<file path="src/rtl/watchdog_code_trigger_regs_map.svh">
// register offsets, reset values and fixed codes of the watchdog block
`ifndef WATCHDOG_CODE_TRIGGER_REGS_MAP_SVH
`define WATCHDOG_CODE_TRIGGER_REGS_MAP_SVH
// byte offsets on the register bus
`define OFS_CODE_TRIGGER 4'h4
`define OFS_REFERENCE 4'h8
`define OFS_MODE 4'hC
// code register reset pattern and the read value with the option off
`define CODE_RST 8'h2C
`define CODE_OFF_READ 8'h2C
`define REF_OFF_READ 8'h00
`define REF_RST 8'h00
`define REF_STEP 8'h01
// activation code = reference value xor this mask
`define ACODE_XOR 8'hAC
// mode field positions
`define MODE_RSVD_BIT 7
`define MODE_DIV_LSB 4
`define MODE_WIE_BIT 3
`define MODE_ERM_BIT 2
`define MODE_WS_LSB 0
// count clock divisor is two to the power of this base plus the field
`define DIV_BASE 5'd9
// axi4-lite answers
`define RESP_OKAY 2'b00
`define RESP_SLVERR 2'b10
`endif

</file>
<file path="src/rtl/watchdog_code_trigger_regs_pkg.sv">
// types shared by the watchdog register block
package watchdog_code_trigger_regs_pkg;
    // mode register layout, msb first
    typedef struct packed {
        logic rsvd;
        logic [2:0] div_sel;
        logic wie;
        logic erm;
        logic [1:0] ws;
    } mode_t;
    // watchdog run state, one-hot
    typedef enum logic [2:0] {
        ST_IDLE = 3'b001,
        ST_RUN = 3'b010,
        ST_STOP = 3'b100
    } wd_state_t;
endpackage

</file>
<file path="src/rtl/watchdog_code_trigger_regs.sv">
// windowed watchdog with variable-code trigger, reference and mode regs
//
// Implementation choice: the AXI4-Lite slave port.
`timescale 1ns/1ps
`default_nettype none
`include "watchdog_code_trigger_regs_map.svh"
// Function
// - option set selects code register as trigger
// - correct code write clears, restarts counter
// - eight-bit byte register, reset x0101100
// - run bit sticky until reset
// - run reset from position, run, type inputs
// - option off: read 2C, ignore writes
// - read last code; wrong code is error
// - reference value updated after every trigger
// - reference read-only, reads 00 when off
// - new mode takes effect at next trigger
// - changing mode after first trigger is error
// - mode resets 0xxxx1xx from start-up options
// - mode bit 7 reads zero, ignores writes
// - count clock is source over 2^(9+n)
// - mode bit 2 picks nmi or reset
// - bits 1:0 choose window 25..100 percent
// - warning pulse at 75 percent if enabled
// - trigger outside open window is error
// - any error stops counter until reset
module watchdog_code_trigger_regs
    import watchdog_code_trigger_regs_pkg::*;
#(
    parameter int CNT_W = 8,
    parameter int ADDR_W = 4
) (
    input wire logic sys_clk_i, // watchdog source clock
    input wire logic srst_i, // synchronous reset, high
    input wire logic watchdog_present_option_i, // strap: watchdog on
    input wire logic variable_code_option_i, // strap: code trigger used
    input wire logic trigger_position_option_i, // strap: start source
    input wire logic auto_run_option_i, // strap: auto start
    input wire logic trigger_type_input_i, // start type input
    input wire logic [2:0] divider_option_i, // strap: divider reset
    input wire logic warning_irq_option_i, // strap: warning enable
    input wire logic [1:0] window_size_option_i, // strap: window reset
    input wire logic [ADDR_W-1:0] s_axi_awaddr_i, // write address
    input wire logic s_axi_awvalid_i, // write address valid
    output logic s_axi_awready_o, // write address ready
    input wire logic [31:0] s_axi_wdata_i, // write data
    input wire logic [3:0] s_axi_wstrb_i, // write byte strobes
    input wire logic s_axi_wvalid_i, // write data valid
    output logic s_axi_wready_o, // write data ready
    output logic [1:0] s_axi_bresp_o, // write response
    output logic s_axi_bvalid_o, // write response valid
    input wire logic s_axi_bready_i, // write response ready
    input wire logic [ADDR_W-1:0] s_axi_araddr_i, // read address
    input wire logic s_axi_arvalid_i, // read address valid
    output logic s_axi_arready_o, // read address ready
    output logic [31:0] s_axi_rdata_o, // read data
    output logic [1:0] s_axi_rresp_o, // read response
    output logic s_axi_rvalid_o, // read data valid
    input wire logic s_axi_rready_i, // read data ready
    output logic warning_irq_o, // 75 percent pulse
    output logic error_nmi_request_o, // error pulse, nmi mode
    output logic error_reset_out_o // error pulse, reset mode
);
    // ------------------------------------------------------------
    // parameters and derived constants
    // ------------------------------------------------------------
    localparam int CMAX = (2 ** CNT_W) - 1;
    localparam logic [CNT_W-1:0] CNT_MAX = CNT_W'(CMAX);
    localparam logic [CNT_W-1:0] CNT_WARN = CNT_W'((CMAX * 3) / 4);
    localparam logic [CNT_W-1:0] CNT_HALF = CNT_W'(CMAX / 2);
    localparam logic [CNT_W-1:0] CNT_QTR = CNT_W'(CMAX / 4);
    localparam logic [CNT_W-1:0] CNT_ZERO = '0;

    // the window split needs at least eight counter steps
    if (CNT_W < 3 || CNT_W > 24 || ADDR_W < 4) begin : g_bad_param
        $error("watchdog_code_trigger_regs: bad parameter");
    end

    // ------------------------------------------------------------
    // state
    // ------------------------------------------------------------
    wd_state_t state_q;
    mode_t mode_q; // software view of the mode register
    mode_t act_q; // settings in force
    logic first_done_q; // a trigger has been taken
    logic mode_wr_q; // the one allowed mode write used
    logic [7:0] last_q; // last written code
    logic [7:0] ref_q; // reference value
    logic [15:0] presc_q;
    logic [CNT_W-1:0] cnt_q;
    logic aw_held_q;
    logic w_held_q;
    logic [ADDR_W-1:0] awaddr_q;
    logic [7:0] wdata_q;
    logic wstrb0_q;

    // ------------------------------------------------------------
    // strap decode
    // ------------------------------------------------------------
    wire run_init = trigger_position_option_i ? trigger_type_input_i
                                              : auto_run_option_i;
    wire start_on_reset = watchdog_present_option_i &
                          variable_code_option_i & run_init;
    wire mode_t mode_init = '{rsvd: 1'b0, div_sel: divider_option_i,
                             wie: warning_irq_option_i, erm: 1'b1,
                             ws: window_size_option_i};

    // ------------------------------------------------------------
    // count clock and counter decode
    // ------------------------------------------------------------
    // divisor follows the settings in force, not the pending write
    wire [4:0] div_exp = `DIV_BASE + {2'b00, act_q.div_sel};
    wire [16:0] div_one = 17'd1 << div_exp;
    wire [15:0] div_mask = 16'(div_one - 17'd1);
    wire running = (state_q == ST_RUN);
    wire tick = running && ((presc_q & div_mask) == div_mask);
    wire overflow = tick && (cnt_q == CNT_MAX);
    wire warn_hit = tick && (cnt_q == CNT_WARN - 1'b1) && act_q.wie;
    // open window is the tail of the period; 100 percent until first
    wire [CNT_W-1:0] win_start =
        !first_done_q ? CNT_ZERO :
        (act_q.ws == 2'b00) ? CNT_WARN :
        (act_q.ws == 2'b01) ? CNT_HALF :
        (act_q.ws == 2'b10) ? CNT_QTR : CNT_ZERO;

    // ------------------------------------------------------------
    // write decode
    // ------------------------------------------------------------
    wire wr_fire = aw_held_q && w_held_q && !s_axi_bvalid_o;
    wire wr_lane = wr_fire && wstrb0_q; // byte lane 0 carries the data
    wire wr_code_sel = (awaddr_q[3:0] == `OFS_CODE_TRIGGER);
    wire wr_ref_sel = (awaddr_q[3:0] == `OFS_REFERENCE);
    wire wr_mode_sel = (awaddr_q[3:0] == `OFS_MODE);
    wire wr_mapped = wr_code_sel || wr_ref_sel || wr_mode_sel;
    wire live = !(state_q == ST_STOP);
    // option off: code writes do nothing at all
    wire code_wr = wr_lane && wr_code_sel && variable_code_option_i &&
                   live;
    wire [7:0] exp_code = ref_q ^ `ACODE_XOR;
    wire code_ok = (wdata_q == exp_code);
    wire closed_hit = running && (cnt_q < win_start);
    wire trigger = code_wr && code_ok && !closed_hit;
    wire bad_code = code_wr && (!code_ok || closed_hit);
    wire mode_wr = wr_lane && wr_mode_sel && live;
    wire mode_chg = (wdata_q[6:0] != mode_q[6:0]);
    // one write is free before the first trigger; later changes fault
    wire bad_mode = mode_wr && mode_chg &&
                    (first_done_q || mode_wr_q);
    wire error = live && (bad_code || bad_mode || overflow);

    // ------------------------------------------------------------
    // read decode
    // ------------------------------------------------------------
    wire [3:0] ra = s_axi_araddr_i[3:0];
    wire rd_code_sel = (ra == `OFS_CODE_TRIGGER);
    wire rd_ref_sel = (ra == `OFS_REFERENCE);
    wire rd_mode_sel = (ra == `OFS_MODE);
    wire rd_mapped = rd_code_sel || rd_ref_sel || rd_mode_sel;
    wire [7:0] code_view = variable_code_option_i ?
        {!(state_q == ST_IDLE), last_q[6:0]} : `CODE_OFF_READ;
    wire [7:0] ref_view = variable_code_option_i ? ref_q
                                                 : `REF_OFF_READ;
    wire [7:0] mode_view = {1'b0, mode_q[6:0]};
    wire [7:0] rd_byte = rd_code_sel ? code_view :
                         rd_ref_sel ? ref_view :
                         rd_mode_sel ? mode_view : 8'h00;
    wire rd_take = s_axi_arvalid_i && s_axi_arready_o;

    // ------------------------------------------------------------
    // axi4-lite write channels: hold address and data, answer after both
    // ------------------------------------------------------------
    always_ff @(posedge sys_clk_i) begin
        if (srst_i) begin
            aw_held_q <= 1'b0;
            w_held_q <= 1'b0;
            awaddr_q <= '0;
            wdata_q <= 8'h00;
            wstrb0_q <= 1'b0;
            s_axi_awready_o <= 1'b0;
            s_axi_wready_o <= 1'b0;
            s_axi_bvalid_o <= 1'b0;
            s_axi_bresp_o <= `RESP_OKAY;
        end else begin
            s_axi_awready_o <= !aw_held_q &&
                !(s_axi_awvalid_i && s_axi_awready_o);
            s_axi_wready_o <= !w_held_q &&
                !(s_axi_wvalid_i && s_axi_wready_o);
            if (s_axi_awvalid_i && s_axi_awready_o) begin
                aw_held_q <= 1'b1;
                awaddr_q <= s_axi_awaddr_i;
            end
            if (s_axi_wvalid_i && s_axi_wready_o) begin
                w_held_q <= 1'b1;
                wdata_q <= s_axi_wdata_i[7:0];
                wstrb0_q <= s_axi_wstrb_i[0];
            end
            if (wr_fire) begin
                s_axi_bvalid_o <= 1'b1;
                s_axi_bresp_o <= wr_mapped ? `RESP_OKAY : `RESP_SLVERR;
            end else if (s_axi_bvalid_o && s_axi_bready_i) begin
                s_axi_bvalid_o <= 1'b0;
                aw_held_q <= 1'b0;
                w_held_q <= 1'b0;
            end
        end
    end

    // ------------------------------------------------------------
    // axi4-lite read channel: one read in flight, answer next cycle
    // ------------------------------------------------------------
    always_ff @(posedge sys_clk_i) begin
        if (srst_i) begin
            s_axi_arready_o <= 1'b0;
            s_axi_rvalid_o <= 1'b0;
            s_axi_rdata_o <= 32'h0000_0000;
            s_axi_rresp_o <= `RESP_OKAY;
        end else begin
            s_axi_arready_o <= !s_axi_rvalid_o && !rd_take;
            if (rd_take) begin
                s_axi_rvalid_o <= 1'b1;
                s_axi_rdata_o <= {24'h00_0000, rd_byte};
                s_axi_rresp_o <= rd_mapped ? `RESP_OKAY : `RESP_SLVERR;
            end else if (s_axi_rvalid_o && s_axi_rready_i) begin
                s_axi_rvalid_o <= 1'b0;
            end
        end
    end

    // ------------------------------------------------------------
    // run state: idle, running, stopped after error
    // ------------------------------------------------------------
    always_ff @(posedge sys_clk_i) begin
        if (srst_i) begin
            state_q <= start_on_reset ? ST_RUN : ST_IDLE;
        end else begin
            case (state_q)
                ST_IDLE: begin
                    if (error) begin
                        state_q <= ST_STOP;
                    end else if (trigger) begin
                        state_q <= ST_RUN; // software start
                    end
                end
                // a code with bit 7 low never returns run to idle
                ST_RUN: begin
                    if (error) begin
                        state_q <= ST_STOP;
                    end
                end
                ST_STOP: state_q <= ST_STOP; // only reset leaves
                default: state_q <= ST_IDLE;
            endcase
        end
    end

    // ------------------------------------------------------------
    // registers: code, reference, mode and the settings in force
    // ------------------------------------------------------------
    always_ff @(posedge sys_clk_i) begin
        if (srst_i) begin
            last_q <= `CODE_RST;
            ref_q <= `REF_RST;
            mode_q <= mode_init;
            act_q <= mode_init;
            first_done_q <= 1'b0;
            mode_wr_q <= 1'b0;
        end else begin
            if (code_wr) begin
                last_q <= wdata_q;
            end
            if (trigger && !error) begin
                ref_q <= ref_q + `REF_STEP;
                act_q <= mode_q; // pending settings apply here
                first_done_q <= 1'b1;
            end
            if (mode_wr && !bad_mode) begin
                mode_q <= {1'b0, wdata_q[6:0]};
                mode_wr_q <= 1'b1;
            end
        end
    end

    // ------------------------------------------------------------
    // prescaler and counter; both freeze once stopped
    // ------------------------------------------------------------
    always_ff @(posedge sys_clk_i) begin
        if (srst_i) begin
            presc_q <= 16'h0000;
            cnt_q <= '0;
        end else if (trigger && !error) begin
            presc_q <= 16'h0000;
            cnt_q <= '0;
        end else if (running && !error) begin
            presc_q <= presc_q + 16'h0001;
            if (tick) begin
                cnt_q <= cnt_q + 1'b1;
            end
        end
    end

    // ------------------------------------------------------------
    // request outputs, one-cycle pulses
    // ------------------------------------------------------------
    always_ff @(posedge sys_clk_i) begin
        if (srst_i) begin
            warning_irq_o <= 1'b0;
            error_nmi_request_o <= 1'b0;
            error_reset_out_o <= 1'b0;
        end else begin
            // a trigger on the same edge clears the count, so no warning
            warning_irq_o <= warn_hit && !error && !trigger;
            error_nmi_request_o <= error && !act_q.erm;
            error_reset_out_o <= error && act_q.erm;
        end
    end

    // ------------------------------------------------------------
    // checks
    // ------------------------------------------------------------
    a_stop_sticky: assert property (@(posedge sys_clk_i) disable iff (srst_i)
        state_q == ST_STOP |=> state_q == ST_STOP && $stable(cnt_q))
        else $error("stopped watchdog moved");
    a_run_holds: assert property (@(posedge sys_clk_i) disable iff (srst_i)
        state_q == ST_RUN |=> state_q != ST_IDLE)
        else $error("run bit cleared without reset");
    a_trig_clears: assert property (@(posedge sys_clk_i) disable iff (srst_i)
        trigger && !error |=> cnt_q == '0 && presc_q == 16'h0000)
        else $error("trigger did not clear counter");
    a_ref_steps: assert property (@(posedge sys_clk_i) disable iff (srst_i)
        trigger && !error |=> ref_q == $past(ref_q) + `REF_STEP)
        else $error("reference not updated");
    a_mode_defer: assert property (@(posedge sys_clk_i) disable iff (srst_i)
        !trigger |=> act_q == $past(act_q))
        else $error("mode applied without trigger");
    a_bad_code_err: assert property (@(posedge sys_clk_i)
        disable iff (srst_i)
        code_wr && !code_ok |=> error_nmi_request_o || error_reset_out_o)
        else $error("wrong code not flagged");
    a_off_ignore: assert property (@(posedge sys_clk_i) disable iff (srst_i)
        !variable_code_option_i && wr_lane && wr_code_sel
        |=> last_q == $past(last_q))
        else $error("code write taken with option off");
    a_err_route: assert property (@(posedge sys_clk_i) disable iff (srst_i)
        error |=> (error_reset_out_o == $past(act_q.erm)) &&
                  (error_nmi_request_o != $past(act_q.erm)))
        else $error("error routed to wrong output");
    a_warn_75: assert property (@(posedge sys_clk_i) disable iff (srst_i)
        warning_irq_o |-> cnt_q == CNT_WARN && act_q.wie)
        else $error("warning off its point");
    a_mode_rsvd: assert property (@(posedge sys_clk_i) disable iff (srst_i)
        mode_q.rsvd == 1'b0)
        else $error("reserved mode bit set");
    a_window_err: assert property (@(posedge sys_clk_i)
        disable iff (srst_i)
        code_wr && code_ok && closed_hit |=> state_q == ST_STOP)
        else $error("closed window trigger accepted");
endmodule
`default_nettype wire

</file>
<file path="config.mk">
export PLATFORM = sky130hd
export DESIGN_NAME = watchdog_code_trigger_regs
export DESIGN_NICKNAME = d
export VERILOG_FILES = /design/src/rtl/watchdog_code_trigger_regs_pkg.sv /design/src/rtl/watchdog_code_trigger_regs.sv
export VERILOG_INCLUDE_DIRS = /design/src /design/src/rtl
export SDC_FILE = /design/constraint.sdc
export NUM_CORES = 1
export LEC_CHECK = 0
export CORE_AREA = 2 2 94 105
export CTS_BUF_LIST = sky130_fd_sc_hd__clkbuf_8
export CTS_CLUSTER_DIAMETER = 200
export DETAILED_ROUTE_END_ITERATION = 10
export DIE_AREA = 0 0 96 107
export DONT_BUFFER_PORTS = 1
export MAX_ROUTING_LAYER = met4
export PLACE_DENSITY = 0.69
export SLEW_MARGIN = 20
export SYNTH_ARGS = -nofsm -noshare
export SYNTH_HDL_FRONTEND = slang
export SYNTH_SLANG_ARGS = --single-unit
</file>
<file path="constraint.sdc">
create_clock -name sys_clk_i -period 8.1 [get_ports sys_clk_i]
set_input_delay 0.405 -clock sys_clk_i [delete_from_list [all_inputs] [get_ports sys_clk_i]]
set_output_delay 0.405 -clock sys_clk_i [all_outputs]
set_load 0.05 [all_outputs]
</file>
Word-level counts from Yosys, hierarchy flattened

Cells that the tools add are included.

$add $sub $neg: 5
Order comparisons: 1
Equal/unequal tests: 18
Shifts and indexed selects: 1
Mux-type cells: 32
Bitwise logic cells: 4
Reduce and logical (&&, ||, !) cells: 65

Operators by type and width:

| cell                  | count |
|---|---|
| $mux 8                | 6 |
| $mux 7                | 6 |
| $logic_and 1x1->1     | 34 |
| $add 16x1->16 const B | 1 |
| $add 8x1->8 const B   | 2 |
| $and 16x16->16        | 1 |
| $eq 16x16->1          | 1 |
| $eq 4x4->1 const B    | 4 |
| $eq 8x8->1 const B    | 2 |
| $shl 1x5->16 const A  | 1 |
| $sub 16x1->16 const B | 1 |
| $logic_not 1->1       | 15 |
| $mux 3                | 4 |
| $mux 1                | 11 |
| $pmux 3 s3            | 1 |
| $eq 4x3->1 const B    | 2 |
| $eq 8x8->1            | 1 |
| $logic_or 1x1->1      | 8 |
| $lt 8x8->1            | 1 |
| $reduce_bool 2->1     | 4 |
| $ne 7x7->1            | 1 |
| $mux 2                | 3 |
| $mux 6                | 1 |
| $add 4x3->5 const A   | 1 |
| 12 further kinds      | 14 |

Register bits: 93
Output and inout port bits: 44
Logic and storage cells: 157

Longest topological paths before layout

Gate-level depths: netlist (run 1).

Word-level depth: 16
Depth in mapped cells: 12
Depth with buffers taken out: 9

Worst setup path after synthesis (run 1)

Ideal clock, no wire load.

Path type: register -> register
Start: reg act_q[5] (netlist name)
End: reg state_q[0] (enable)
Data arrival time: 2.842 ns
Data required time: 7.823 ns
Setup slack: 4.981 ns
Cell stages (with the launch flop): 11
Path buffers: 2
Period minus slack after synthesis: 3.119 ns
Cells stage by stage: edfxtp_1 -> clkbuf_2 -> and2_1 -> ha_1 -> or4b_1 -> a211oi_1 -> a221o_1 -> nor4_1 -> clkbuf_1 -> or2_2 -> or4b_1

Cells in the longest elaborated chain, start to end: 11

RTL lines:

| element                                                   | line                              | RTL |
|---|---|---|
| start, declared                                           | watchdog_code_trigger_regs.sv:84  | `mode_t act_q;` |
| start signal, assigned                                    | watchdog_code_trigger_regs.sv:264 | `act_q <= mode_init;` |
| start signal, assigned                                    | watchdog_code_trigger_regs.sv:273 | `act_q <= mode_q;` |
| $add 4x3->5 (no line) *                                   | n/a                               |  |
| $shl 1x5->16 *                                            | watchdog_code_trigger_regs.sv:113 | `wire [16:0] div_one = 17'd1 << div_exp;` |
| $sub 16x1->16 *                                           | watchdog_code_trigger_regs.sv:114 | `wire [15:0] div_mask = 16'(div_one - 17'd1);` |
| $and 16x16->16                                            | watchdog_code_trigger_regs.sv:116 | `wire tick = running && ((presc_q & div_mask) == div_mask);` |
| $eq 16x16->1 *                                            | watchdog_code_trigger_regs.sv:116 |  |
| $logic_and 1x1->1 *                                       | watchdog_code_trigger_regs.sv:116 |  |
| $logic_and 1x1->1 *                                       | watchdog_code_trigger_regs.sv:117 | `wire overflow = tick && (cnt_q == CNT_MAX);` |
| $logic_or 1x1->1 *                                        | watchdog_code_trigger_regs.sv:149 | `wire error = live && (bad_code \|\| bad_mode \|\| overflow);` |
| $logic_and 1x1->1 *                                       | watchdog_code_trigger_regs.sv:149 |  |
| $ne 4x4->1 (no line) / $ne 3x2->1 (equally long branches) | n/a                               |  |
| $reduce_and 2->1 (no line) *                              | n/a                               |  |
| end signal, assigned                                      | watchdog_code_trigger_regs.sv:234 | `state_q <= start_on_reset ? ST_RUN : ST_IDLE;` |
| end, declared                                             | watchdog_code_trigger_regs.sv:82  | `wd_state_t state_q;` |

Every way passes the cells marked *; elsewhere a longest branch is shown, timed or not.
A chain may end at the register's enable or synchronous reset.

Worst setup path after layout (run 1)

Start: reg act_q[5] (netlist name)
End: reg act_q[1] (netlist name) (enable)

Cells in the longest elaborated chain, start to end: 12

RTL lines:

| element                       | line                              | RTL |
|---|---|---|
| $add 4x3->5 (no line) *       | n/a                               |  |
| $shl 1x5->16 *                | watchdog_code_trigger_regs.sv:113 |  |
| $sub 16x1->16 *               | watchdog_code_trigger_regs.sv:114 |  |
| $and 16x16->16                | watchdog_code_trigger_regs.sv:116 |  |
| $eq 16x16->1 *                | watchdog_code_trigger_regs.sv:116 |  |
| $logic_and 1x1->1 *           | watchdog_code_trigger_regs.sv:116 |  |
| $logic_and 1x1->1 *           | watchdog_code_trigger_regs.sv:117 |  |
| $logic_or 1x1->1 *            | watchdog_code_trigger_regs.sv:149 |  |
| $logic_and 1x1->1 *           | watchdog_code_trigger_regs.sv:149 |  |
| $logic_not 1->1 *             | watchdog_code_trigger_regs.sv:271 | `if (trigger && !error) begin` |
| $logic_and 1x1->1 *           | watchdog_code_trigger_regs.sv:271 |  |
| $reduce_bool 2->1 (no line) * | n/a                               |  |

Marks and branches as above.

==> results of run 1 <==
## flip-flops by register name (all words and copies together) (netlist names), 3 cells and up
signal / flops
state_q: 3
wdata_q: 8
awaddr_q: 4
presc_q: 16
mode_q: 7
cnt_q: 8
s_axi_rdata_o: 8
act_q: 7
last_q: 7
ref_q: 8
## worst max-delay path, stage by stage, from the launching register on
cell and delay, ns:
edfxtp_1 0.52, and2_1 0.23, ha_1 0.34, nor4b_1 0.31, a221oi_1 0.18, or3_1 0.42, o311ai_2 0.21, buf_4 0.34
nand2b_1 0.58
## per-stage QoR
stage | worst slack [ns] | power, mW | instances | utilization (%)
final | 4.50 | 0.981 | 660 | 55.5
after CTS | 4.46 | 0.985 | 660 | 55.5
after floorplan | 4.98 | 0.642 | 579 | -
after global placement | 4.54 | 0.642 | 644 | 53.2
after global routing | 4.13 | 1.02 | 660 | 55.5
after detailed placement | 4.47 | 0.648 | 644 | 53.2
## layer usage
metal	global-route usage [%]	vias to the layer above
met5	-	-
met4	10.9	0
met3	3.65	24
met2	36.4	72
met1	26.4	1931
li1	-	1993
## Yosys cell counts (all sizes together) (3+ instances only)
cell    instances
nand3          21
or3b            6
a22o           12
buf            35
o21a            3
xnor2          11
nor2           39
inv             7
nor4            9
clkbuf         20
mux2i          11
o31ai          17
a211o           7
or3            12
a22oi           4
ha             13
and2            8
or4            19
a221oi          7
nand4          13
edfxtp         15
xor2            6
a21oi          45
and3           10
nand2b         10
nor2b           5
nand2          38
o21ai          15
a211oi          4
nand3b         10
nor3b           3
dfxtp          76
nor3           10
## logic make-up after synthesis
logic type      Yosys count  share of synthesized area (%)
fa+ha+maj                13                           3.28
simple gates            226                           26.2
buf+inv                  62                           7.20
flops                    91                           39.8
other cells               1                         0.0757
xor+xnor                 17                           3.01
mux                      12                           2.45
compound gates          132                           18.0
## cell usage in the layout, fill, tap and decap left out, types with 3 or more instances in the layout
master,instances
nand3b_1,10
ha_1,13
a21oi_1,45
nand4_1,13
a22o_1,12
xnor2_1,11
edfxtp_1,15
nand3_1,21
or4_1,17
mux2i_1,11
and2_1,8
or3b_1,4
a221oi_1,7
conb_1,26
or3_1,12
buf_4,3
nand2_1,37
a22oi_1,4
nor3_1,10
o31ai_1,17
xor2_1,6
and3_1,10
nor2b_1,5
dfxtp_1,76
a211o_1,7
o21a_1,3
nor4_1,8
a211oi_1,4
nor2_1,39
o21ai_0,15
clkbuf_8,9
nand2b_1,10
inv_1,9
## how the worst max path moves through the flow
stage	endpoint	cells after the start	slack, ns
after floorplan	state_q[0]$_DFFE_PP_	10	4.98
after global placement	act_q[6]$_DFFE_PP_	9	4.54
after detailed placement	act_q[4]$_DFFE_PP_	8	4.47
after CTS	act_q[1]$_DFFE_PP_	8	4.46
after global routing	cnt_q[1]$_SDFFE_PP0P_	10	4.13
final	act_q[1]$_DFFE_PP_	8	4.50
## power by group through the flow
| stage | Clock [mW] | Combinational [mW] | Sequential (mW) |
|---|---|---|---|
| 2_1_floorplan | 0 | 0.119 | 0.523 |
| 3_3_place_gp | 0 | 0.109 | 0.533 |
| 3_5_place_dp | 0 | 0.113 | 0.535 |
| 4_1_cts | 0.347 | 0.114 | 0.524 |
| 5_1_grt | 0.364 | 0.124 | 0.529 |
| 6_report | 0.344 | 0.112 | 0.524 |
## cell type report
cell class,count,area share [%]
tap,117,2.86
clock buffer,9,2.42
timing repair buffer,3,0.440
multi-input combinational,426,53.4
clock inverter,7,1.79
inverter,7,0.514
sequential,91,38.6
==> impl_metrics.py, run 1 <==
metrics = {
    "floorplan": {
        "start_util_pct": 53.8,
        "die_w_um": 96,
        "rows": 37,
        "die_h_um": 107,
        "die_area_sq_um": 10300,
        "ios": 106,
        "coreArea_sq_um": 9210,
    },
    "timing": {
        "fin_skew_ns": 0.00926,
        "worst_pin_slew_ns": 0.985,
        "final-max-slew-violation-count": 0,
        "period_share_pct": 44.4,
        "fin_hold_ws_ns": 0.128,
        "hold_viol_final": 0,
        "period_needed_ns": 3.60,
        "fmax_ghz": 0.278,
        "setup_viol": 0,
        "rsz0062_at_grt": "no",
        "fin_tns_setup_ns": 0,
        "slew_headroom_pct": 34.4,
    },
    "yosys": {
        "synthTopCellsByArea": "dfxtp_1, edfxtp_1, a21oi_1, buf_4, ha_1",
        "synth-seq-cells": 91,
        "synth.distinct_cells": 67,
        "synth_edf_count": 15,
        "syn_area_sq_um": 4950,
        "ys_warn_count": 0,
        "synth.avg_cell_area_sq_um": 8.94,
        "synth_top_cell_by_area": "dfxtp_1",
        "synth_cells": 554,
        "async_flop_share_pct": 0,
        "synth_top_area_share_pct": 30.7,
        "yosysSeqAreaShare_pct": 39.8,
        "synth_ff_type": "dfxtp_1",
    },
    "worst_setup_path": {
        "cp-startpoint": "act_q[5]$_DFFE_PP_",
        "cp-end-kind": "flip-flop",
        "startpoint_type": "flip-flop",
        "cp.arrival_ns": 3.53,
        "worstReg2RegStart": "act_q[5]$_DFFE_PP_",
        "cp_max_fo": 29,
        "criticalPathCategory": "reg -> reg",
        "reg2reg_slack_ns": 4.50,
        "r2r-end": "act_q[1]$_DFFE_PP_",
        "crit_required_ns": 8.03,
        "r2r_cells": 8,
    },
    "routing": {
        "routed_wl_mm": 10.8,
        "wl_met3_um": 374,
        "antenna_left": 0,
        "wl_per_cell_um": 16.3,
        "vias_per_cell": 6.09,
        "drtIter0Drc": 221,
        "met2_length_mm": 5.38,
        "top_layer_used": "met4",
        "num_vias": 4020,
        "wl_met1_mm": 4.72,
        "route.detailed.drc": 0,
        "drt-pass1-iter-count": 4,
    },
    "finish": {
        "area_delta_synth_final_pct": 3.26,
        "seq_area_sq_um": 1970,
        "multi_input_area_sq_um": 2730,
        "n_antenna_cell": 0,
        "fillCellCount": 871,
        "fin_area_sq_um": 5110,
        "drive_gt1_share_pct": 5.89,
        "fin_nets": 613,
    },
    "global_route": {
        "antenna_found_initial": 0,
        "grt_usage_pct": 22.3,
        "grt_max_degree": 88,
        "grt_pass1_wl_mm": 17.4,
        "grt_remaining_overflow": 0,
        "grt_pass1_vias": 3637,
    },
    "power": {
        "swShare_pct": 28.7,
        "cellLeakagePower_nw": 1.78,
        "max-vdd-ir-drop_uv": 149,
        "powerDensity_nw_per_um2": 192,
        "pwr-share-comb_pct": 11.4,
        "pwr-share-clk_pct": 35.1,
        "internal_power_mw": 0.700,
        "switchingPower_mw": 0.281,
        "p_seq_share_pct": 53.5,
    },
    "clock_tree": {
        "ctsHoldBuffers": 0,
        "clock-sinks": 91,
        "cts_tree": "built",
        "cts_setup_buffers": 0,
        "cts_inserted_buffers": 9,
        "clock_path_buffers": 2,
        "clkTransAtPathRegs_ns": 0.09,
        "clk_latency_ns": 0.38,
        "cts_resized": 0,
        "cts_htree_levels": 3,
        "clk_root_buffer_cell": "clkbuf_8",
    },
    "worst_hold_path": {
        "min_from": "srst_i",
        "hold_path_class": "in -> reg",
        "hold_depth": 1,
        "whs_endpoint": "warning_irq_o$_SDFF_PP0_",
    },
    "place": {
        "hpwl_mm": 7.71,
        "io_buffer_count": 0,
        "placed_cell_area_sq_um": 4900,
        "gp_congestion": 0.834,
    },
    "outcome": {
        "status": "complete, no violations",
    },
    "flow_run": {
        "drv_cap": 0,
    },
}
No activity file was read; power rests on OpenSTA's default activity.
==> inputs of run 2 (changes only) <==
Settings changed: ABC_AREA set to 1, CORE_AREA 2 2 94 105 to 2 2 96 108, DIE_AREA 0 0 96 107 to 0 0 98 110.
Clock period 8.1 ns to 3.4 ns, I/O delays scaled along.
==> run 2 against run 1 <==
  * Core utilization is 1.9 points higher
  * Combinational power grew to 3.5 times the previous value
  * Cell count is 25% higher
  * Clock power up 120%
  * Sequential power increased by 140%
  * Sequential share of layout area down 3.0 points
  * Non-clock buffer count up 17
  * Power increased by 140%
  * Sequential cell count unchanged
  * Die area rose by 4.9%
  * Largest cell class unchanged
==> impl_metrics.py, run 2 <==
metrics = {
    "clock_tree": {
        "clock-sinks": 91,
        "cts_resized": 0,
        "cts_htree_levels": 3,
        "clkTransAtPathRegs_ns": 0.09,
        "clk_root_buffer_cell": "clkbuf_8",
        "cts_setup_buffers": 0,
        "cts_tree": "built",
        "clock_path_buffers": 2,
        "clk_latency_ns": 0.37,
        "cts_inserted_buffers": 9,
    },
    "global_route": {
        "grt_remaining_overflow": 0,
        "grt_max_degree": 28,
        "antenna_found_initial": 0,
        "grt_usage_pct": 23.4,
        "grt_pass1_vias": 4190,
        "grt_pass1_wl_mm": 19.6,
    },
    "floorplan": {
        "die_area_sq_um": 10800,
        "die_h_um": 110,
        "rows": 38,
        "coreArea_sq_um": 9650,
        "ios": 106,
        "die_w_um": 98,
        "start_util_pct": 54.0,
    },
    "timing": {
        "slew_headroom_pct": 60.4,
        "worst_pin_slew_ns": 0.593,
        "period_share_pct": 87.6,
        "period_needed_ns": 2.98,
        "hold_viol_final": 0,
        "fin_skew_ns": 0.0101,
        "rsz0062_at_grt": "no",
        "setup_viol": 0,
        "fin_tns_setup_ns": 0,
        "final-max-slew-violation-count": 0,
        "fmax_ghz": 0.336,
    },
    "yosys": {
        "synth.distinct_cells": 44,
        "synth_cells": 690,
        "synth_edf_count": 15,
        "synthTopCellsByCount": "nand2_1, dfxtp_1, inv_1",
        "synth_top_cell_by_area": "dfxtp_1",
        "yosysMostFrequentCell": "nand2_1",
        "syn_area_sq_um": 5220,
        "synth.avg_cell_area_sq_um": 7.56,
        "synth-seq-cells": 91,
        "synth_ff_type": "dfxtp_1",
        "ys_warn_count": 0,
        "synth_top_area_share_pct": 29.2,
        "async_flop_share_pct": 0,
        "yosysSeqAreaShare_pct": 37.8,
        "synthTopCellsByArea": "dfxtp_1, nand2_1, edfxtp_1, inv_1, nand3_1",
    },
    "routing": {
        "vias_per_cell": 5.41,
        "drtIter0Drc": 131,
        "wl_per_cell_um": 14.5,
        "routed_wl_mm": 11.9,
        "num_vias": 4455,
        "route.detailed.drc": 0,
        "antenna_left": 0,
        "drt-pass1-iter-count": 5,
    },
    "place": {
        "gp_congestion": 0.920,
        "io_buffer_count": 0,
        "hpwl_mm": 8.82,
    },
    "flow_run": {
        "drv_cap": 0,
    },
    "worst_setup_path": {
        "cp-end-kind": "flip-flop",
        "crit_top_cell": "nand2_1",
        "cp_top_family": "simple AND/OR/NAND/NOR gates",
        "critPathBufInv": 3,
        "crit_cells": 15,
        "r2r_cells": 15,
        "startpoint_type": "flip-flop",
        "cp_max_fo": 17,
        "crit_required_ns": 3.66,
        "cpMaxStageDelayCell": "edfxtp_1",
        "worstPathCellList": "nand2_1 -> inv_1 -> ha_1 -> inv_1 -> nor2_2 -> nand2_1 -> nand2_1 -> nand3_1 -> nand3_2 -> nand2_4 -> nor2_8 -> nand2_2 -> nand2_2 -> buf_12 -> a21oi_1",
        "cp.arrival_ns": 3.24,
        "criticalPathCategory": "reg -> reg",
        "cp_slowest_stage_delay_ns": 0.50,
    },
    "power": {
        "max-vdd-ir-drop_uv": 292,
        "cellLeakagePower_nw": 2.15,
        "powerDensity_nw_per_um2": 431,
        "total_power_mw": 2.39,
    },
    "worst_hold_path": {
        "hold_depth": 2,
        "hold_path_class": "in -> reg",
    },
    "finish": {
        "multi_input_area_sq_um": 2760,
        "area_delta_synth_final_pct": 6.31,
        "fin_nets": 774,
        "largest_reg_flops": 16,
        "final_util_pct": 57.4,
        "n_antenna_cell": 0,
        "seq_area_sq_um": 1970,
        "regMostFlops": "presc_q",
        "final_common_cell": "nand2_1",
        "final_cell_mix": "nand2_1, dfxtp_1, inv_1",
        "drive_gt1_share_pct": 11.4,
        "fillCellCount": 915,
    },
    "outcome": {
        "status": "complete, no violations",
    },
}
-- run 2: cell families (layout without fill, tap and decap cells) --
family,count (synthesis),in the layout,synth area share [%]
compound gates,117,117,13.8
other cells,1,26,0.0719
simple gates,317,317,28.4
fa+ha+maj,13,13,3.12
xor+xnor,33,33,5.54
mux,1,1,0.192
flops,91,91,37.8
buf+inv,117,106,11.0
-- run 2: worst reg2reg max path: cells and delay by family, from the launching register on --
family,cells,cell delay (ns)
buffers and inverters,3,0.37
AND/OR/NAND/NOR,10,1.62
AO/OA/AOI/OAI,1,0.05
flip-flops,1,0.50
adder cells (fa/ha/maj),1,0.31
-- run 2: power breakdown --
part	internal (mW)	switching [mW]	leakage, nW
registers	1.15	0.0839	0.769
logic	0.108	0.280	1.28
clock network	0.346	0.419	0.105
total	1.61	0.783	2.15
-- run 2: routing by layer --
layer | part of all wire (%) | vias up | global-route usage [%]
met3 | 3.8 | 19 | 3.34
met2 | 53 | 88 | 42.7
met4 | 2.4 | 0 | 9.92
met1 | 41 | 2104 | 25.8
li1 | - | 2244 | -
met5 | 0 | - | -
-- run 2: worst paths after layout --
check / slack (ns) / start / end
setup / recovery: 0.42 / act_q[5]$_DFFE_PP_ / cnt_q[2]$_SDFFE_PP0P_
hold / removal: 0.003 / s_axi_wdata_i[4] / wdata_q[4]$_SDFFE_PP0P_
setup reg to reg: 0.42 / act_q[5]$_DFFE_PP_ / cnt_q[2]$_SDFFE_PP0P_
hold reg to reg: 0.43 / act_q[2]$_SDFFE_PP1N_ / error_nmi_request_o$_SDFF_PP0_
-- run 2: area by class of cell --
class                   count  share of cell area, %
well taps                 120                   2.71
flip-flops and latches     91                   35.6
repair buffers             20                   3.57
clock buffers               9                   2.23
multi-input cells         507                   49.8
clock inverters             7                   1.31
inverters                  70                   4.78
-- run 2: stage by stage --
stage / hold slack (ns) / std cells / setup slack (ns) / area [sq um]
after floorplan: 0.329 / 715 / 0.984 / 5310
after global placement: 0.245 / 794 / 0.532 / 5210
after detailed placement: 0.251 / 794 / 0.437 / 5210
after CTS: 0.00118 / 823 / 0.427 / 5530
after global routing: 0.00132 / 824 / 0.106 / 5540
final: 0.00335 / 824 / 0.423 / 5540
-- run 2: timing repair --
action                                  4_1_cts  5_1_grt
hold endpoints to repair                     26        1
endpoints found under the setup margin        0        0
hold buffers                                 13        1
==> inputs of run 3 (changes only) <==
Settings changed: ABC_AREA 1 to not set, CORE_AREA 2 2 96 108 to 2 2 94 105, DIE_AREA 0 0 98 110 to 0 0 96 107.
==> run 3 against run 2 <==
  * Non-clock buffer count increased by 15
  * Critical endpoint is now state_q[0]$_DFFE_PP_
  * Critical path type unchanged
  * Combinational power decreased by 15%
  * Final area fell by 2.0%
  * Clock skew is essentially flat
  * Highest routed layer unchanged
  * Sequential share of layout area grew 0.74 points
==> impl_metrics.py, run 3 (same netlist as run 1, synthesis figures left out) <==
metrics = {
    "routing": {
        "routed_wl_mm": 11.3,
        "wl_per_cell_um": 16.3,
        "antenna_left": 0,
        "route.detailed.drc": 0,
        "drtIter0Drc": 148,
        "vias_per_cell": 5.96,
        "drt-pass1-iter-count": 5,
        "num_vias": 4123,
    },
    "power": {
        "p_seq_share_pct": 53.8,
        "switchingPower_mw": 0.676,
        "total_power_mw": 2.30,
        "pwr-share-clk_pct": 31.8,
        "max-vdd-ir-drop_uv": 305,
        "internal_power_mw": 1.62,
        "swShare_pct": 29.4,
        "pwr-share-comb_pct": 14.3,
        "powerDensity_nw_per_um2": 423,
        "cellLeakagePower_nw": 1.91,
    },
    "timing": {
        "period_needed_ns": 3.20,
        "fin_skew_ns": 0.0105,
        "worst_pin_slew_ns": 0.646,
        "hold_viol_final": 0,
        "fin_tns_setup_ns": 0,
        "final-max-slew-violation-count": 0,
        "slew_headroom_pct": 56.9,
        "period_share_pct": 94.2,
        "setup_viol": 0,
        "fmax_ghz": 0.312,
        "rsz0062_at_grt": "no",
    },
    "place": {
        "gp_congestion": 0.931,
        "hpwl_mm": 7.88,
        "io_buffer_count": 0,
        "place_inst": 651,
    },
    "worst_hold_path": {
        "hold_path_class": "in -> reg",
    },
    "clock_tree": {
        "cts_tree": "built",
        "clk_latency_ns": 0.37,
        "clock_path_buffers": 2,
        "cts_inserted_buffers": 9,
        "clkTransAtPathRegs_ns": 0.09,
        "cts_htree_levels": 3,
        "clock-sinks": 91,
        "clk_root_buffer_cell": "clkbuf_8",
    },
    "worst_setup_path": {
        "cp.arrival_ns": 3.30,
        "cp_max_fo": 6,
        "criticalPathCategory": "reg -> reg",
        "reg2reg_slack_ns": 0.20,
        "cpMaxStageDelayCell": "or4b_1",
        "crit_top_cell": "or4b_1",
        "startpoint_type": "flip-flop",
        "worstPathCellList": "and2_1 -> ha_1 -> or4b_1 -> a211oi_1 -> a221o_1 -> nor4_2 -> or2_2 -> or4b_1",
        "cp_slowest_stage_delay_ns": 0.56,
        "crit_required_ns": 3.49,
        "cp-end-kind": "flip-flop",
    },
    "global_route": {
        "antenna_found_initial": 0,
        "grt_pass1_vias": 3802,
        "grt_usage_pct": 23.5,
        "grt_max_degree": 58,
        "grt_pass1_wl_mm": 18.3,
        "grt_remaining_overflow": 0,
    },
    "finish": {
        "area_delta_synth_final_pct": 9.65,
        "regMostFlops": "presc_q",
        "final_cells": 692,
        "n_antenna_cell": 0,
        "final_util_pct": 59.0,
        "final_common_cell": "dfxtp_1",
        "drive_gt1_share_pct": 7.13,
        "largest_reg_flops": 16,
        "final_cell_mix": "dfxtp_1, a21oi_1, nor2_1",
        "fin_nets": 645,
        "fillCellCount": 829,
    },
    "floorplan": {
        "rows": 37,
        "die_h_um": 107,
        "start_util_pct": 53.8,
        "die_area_sq_um": 10300,
        "coreArea_sq_um": 9210,
        "die_w_um": 96,
        "ios": 106,
    },
    "flow_run": {
        "drv_cap": 0,
    },
    "outcome": {
        "status": "complete, no violations",
    },
}
## run 3: cell types whose count changed in the layout (fill, tap and decap cells not counted), moves of 11 or more
cell     before  now
o21ai_0      39   14
xor2_1       24    6
or4_1         0   17
nand2_2      12    1
a22o_1        0   12
nand3_1      45   21
o31ai_1       6   17
nor2_1       59   39
inv_1        63    8
a21oi_2      20    0
or3_1         0   12
nand2_1     148   37
## run 3: cell type report
type / instances / area (sq um) / area share [%]
well taps: 117 / 146 / 2.70
multi-input cells: 426 / 2740 / 50.5
flip-flops and latches: 91 / 1970 / 36.3
repair buffers: 35 / 352 / 6.47
inverters: 7 / 26.3 / 0.484
clock buffers: 9 / 124 / 2.28
clock inverters: 7 / 68.8 / 1.27
## run 3: layer usage
layer  GRT usage, %  vias to the layer above  part of all wire, %
li1               -                     2056                    -
met1           26.8                     1968                   41
met2           39.6                       78                   53
met3           4.78                       21                  3.8
met4           10.3                        0                  2.2
met5              -                        -                    0
## run 3: power groups by stage
stage                     clock network, mW  registers (mW)  logic (mW)
after floorplan                           0            1.24       0.284
after global placement                    0            1.26       0.282
after detailed placement                  0            1.26       0.292
after CTS                             0.743            1.24       0.326
after global routing                  0.789            1.24       0.359
final                                 0.730            1.24       0.329
## run 3: per-stage QoR
step	cell area, sq um	hold WS, ns	worst slack, ns
floorplan	5050	0.306	0.281
global placement	4960	0.257	0.201
detailed placement	4960	0.259	0.0968
CTS	5400	0.00152	0.0319
global route	5430	0.00156	0.00957
finish	5430	0.0117	0.196
## run 3: timing repair
item / 4_1_cts / 5_1_grt
gates resized for setup: 0 / 3
setup buffers: 0 / 0
hold buffers: 23 / 2
setup endpoints to repair: 0 / 5
endpoints found under the hold margin: 57 / 2
## run 3: final timing paths
check                   startpoint                        endpoint  depth (start not counted)
max             act_q[5]$_DFFE_PP_            state_q[0]$_DFFE_PP_                          8
min           warning_irq_option_i              act_q[3]$_DFFE_PP_                          1
max reg2reg     act_q[5]$_DFFE_PP_            state_q[0]$_DFFE_PP_                          8
min reg2reg  act_q[2]$_SDFFE_PP1N_  error_nmi_request_o$_SDFF_PP0_                          1
## run 3: critical path, delay by kind of cell, from the launching register on
kind	cells	cell delay, ns
compound gates	2	0.51
fa+ha+maj	1	0.36
flops	1	0.42
simple gates	5	1.63
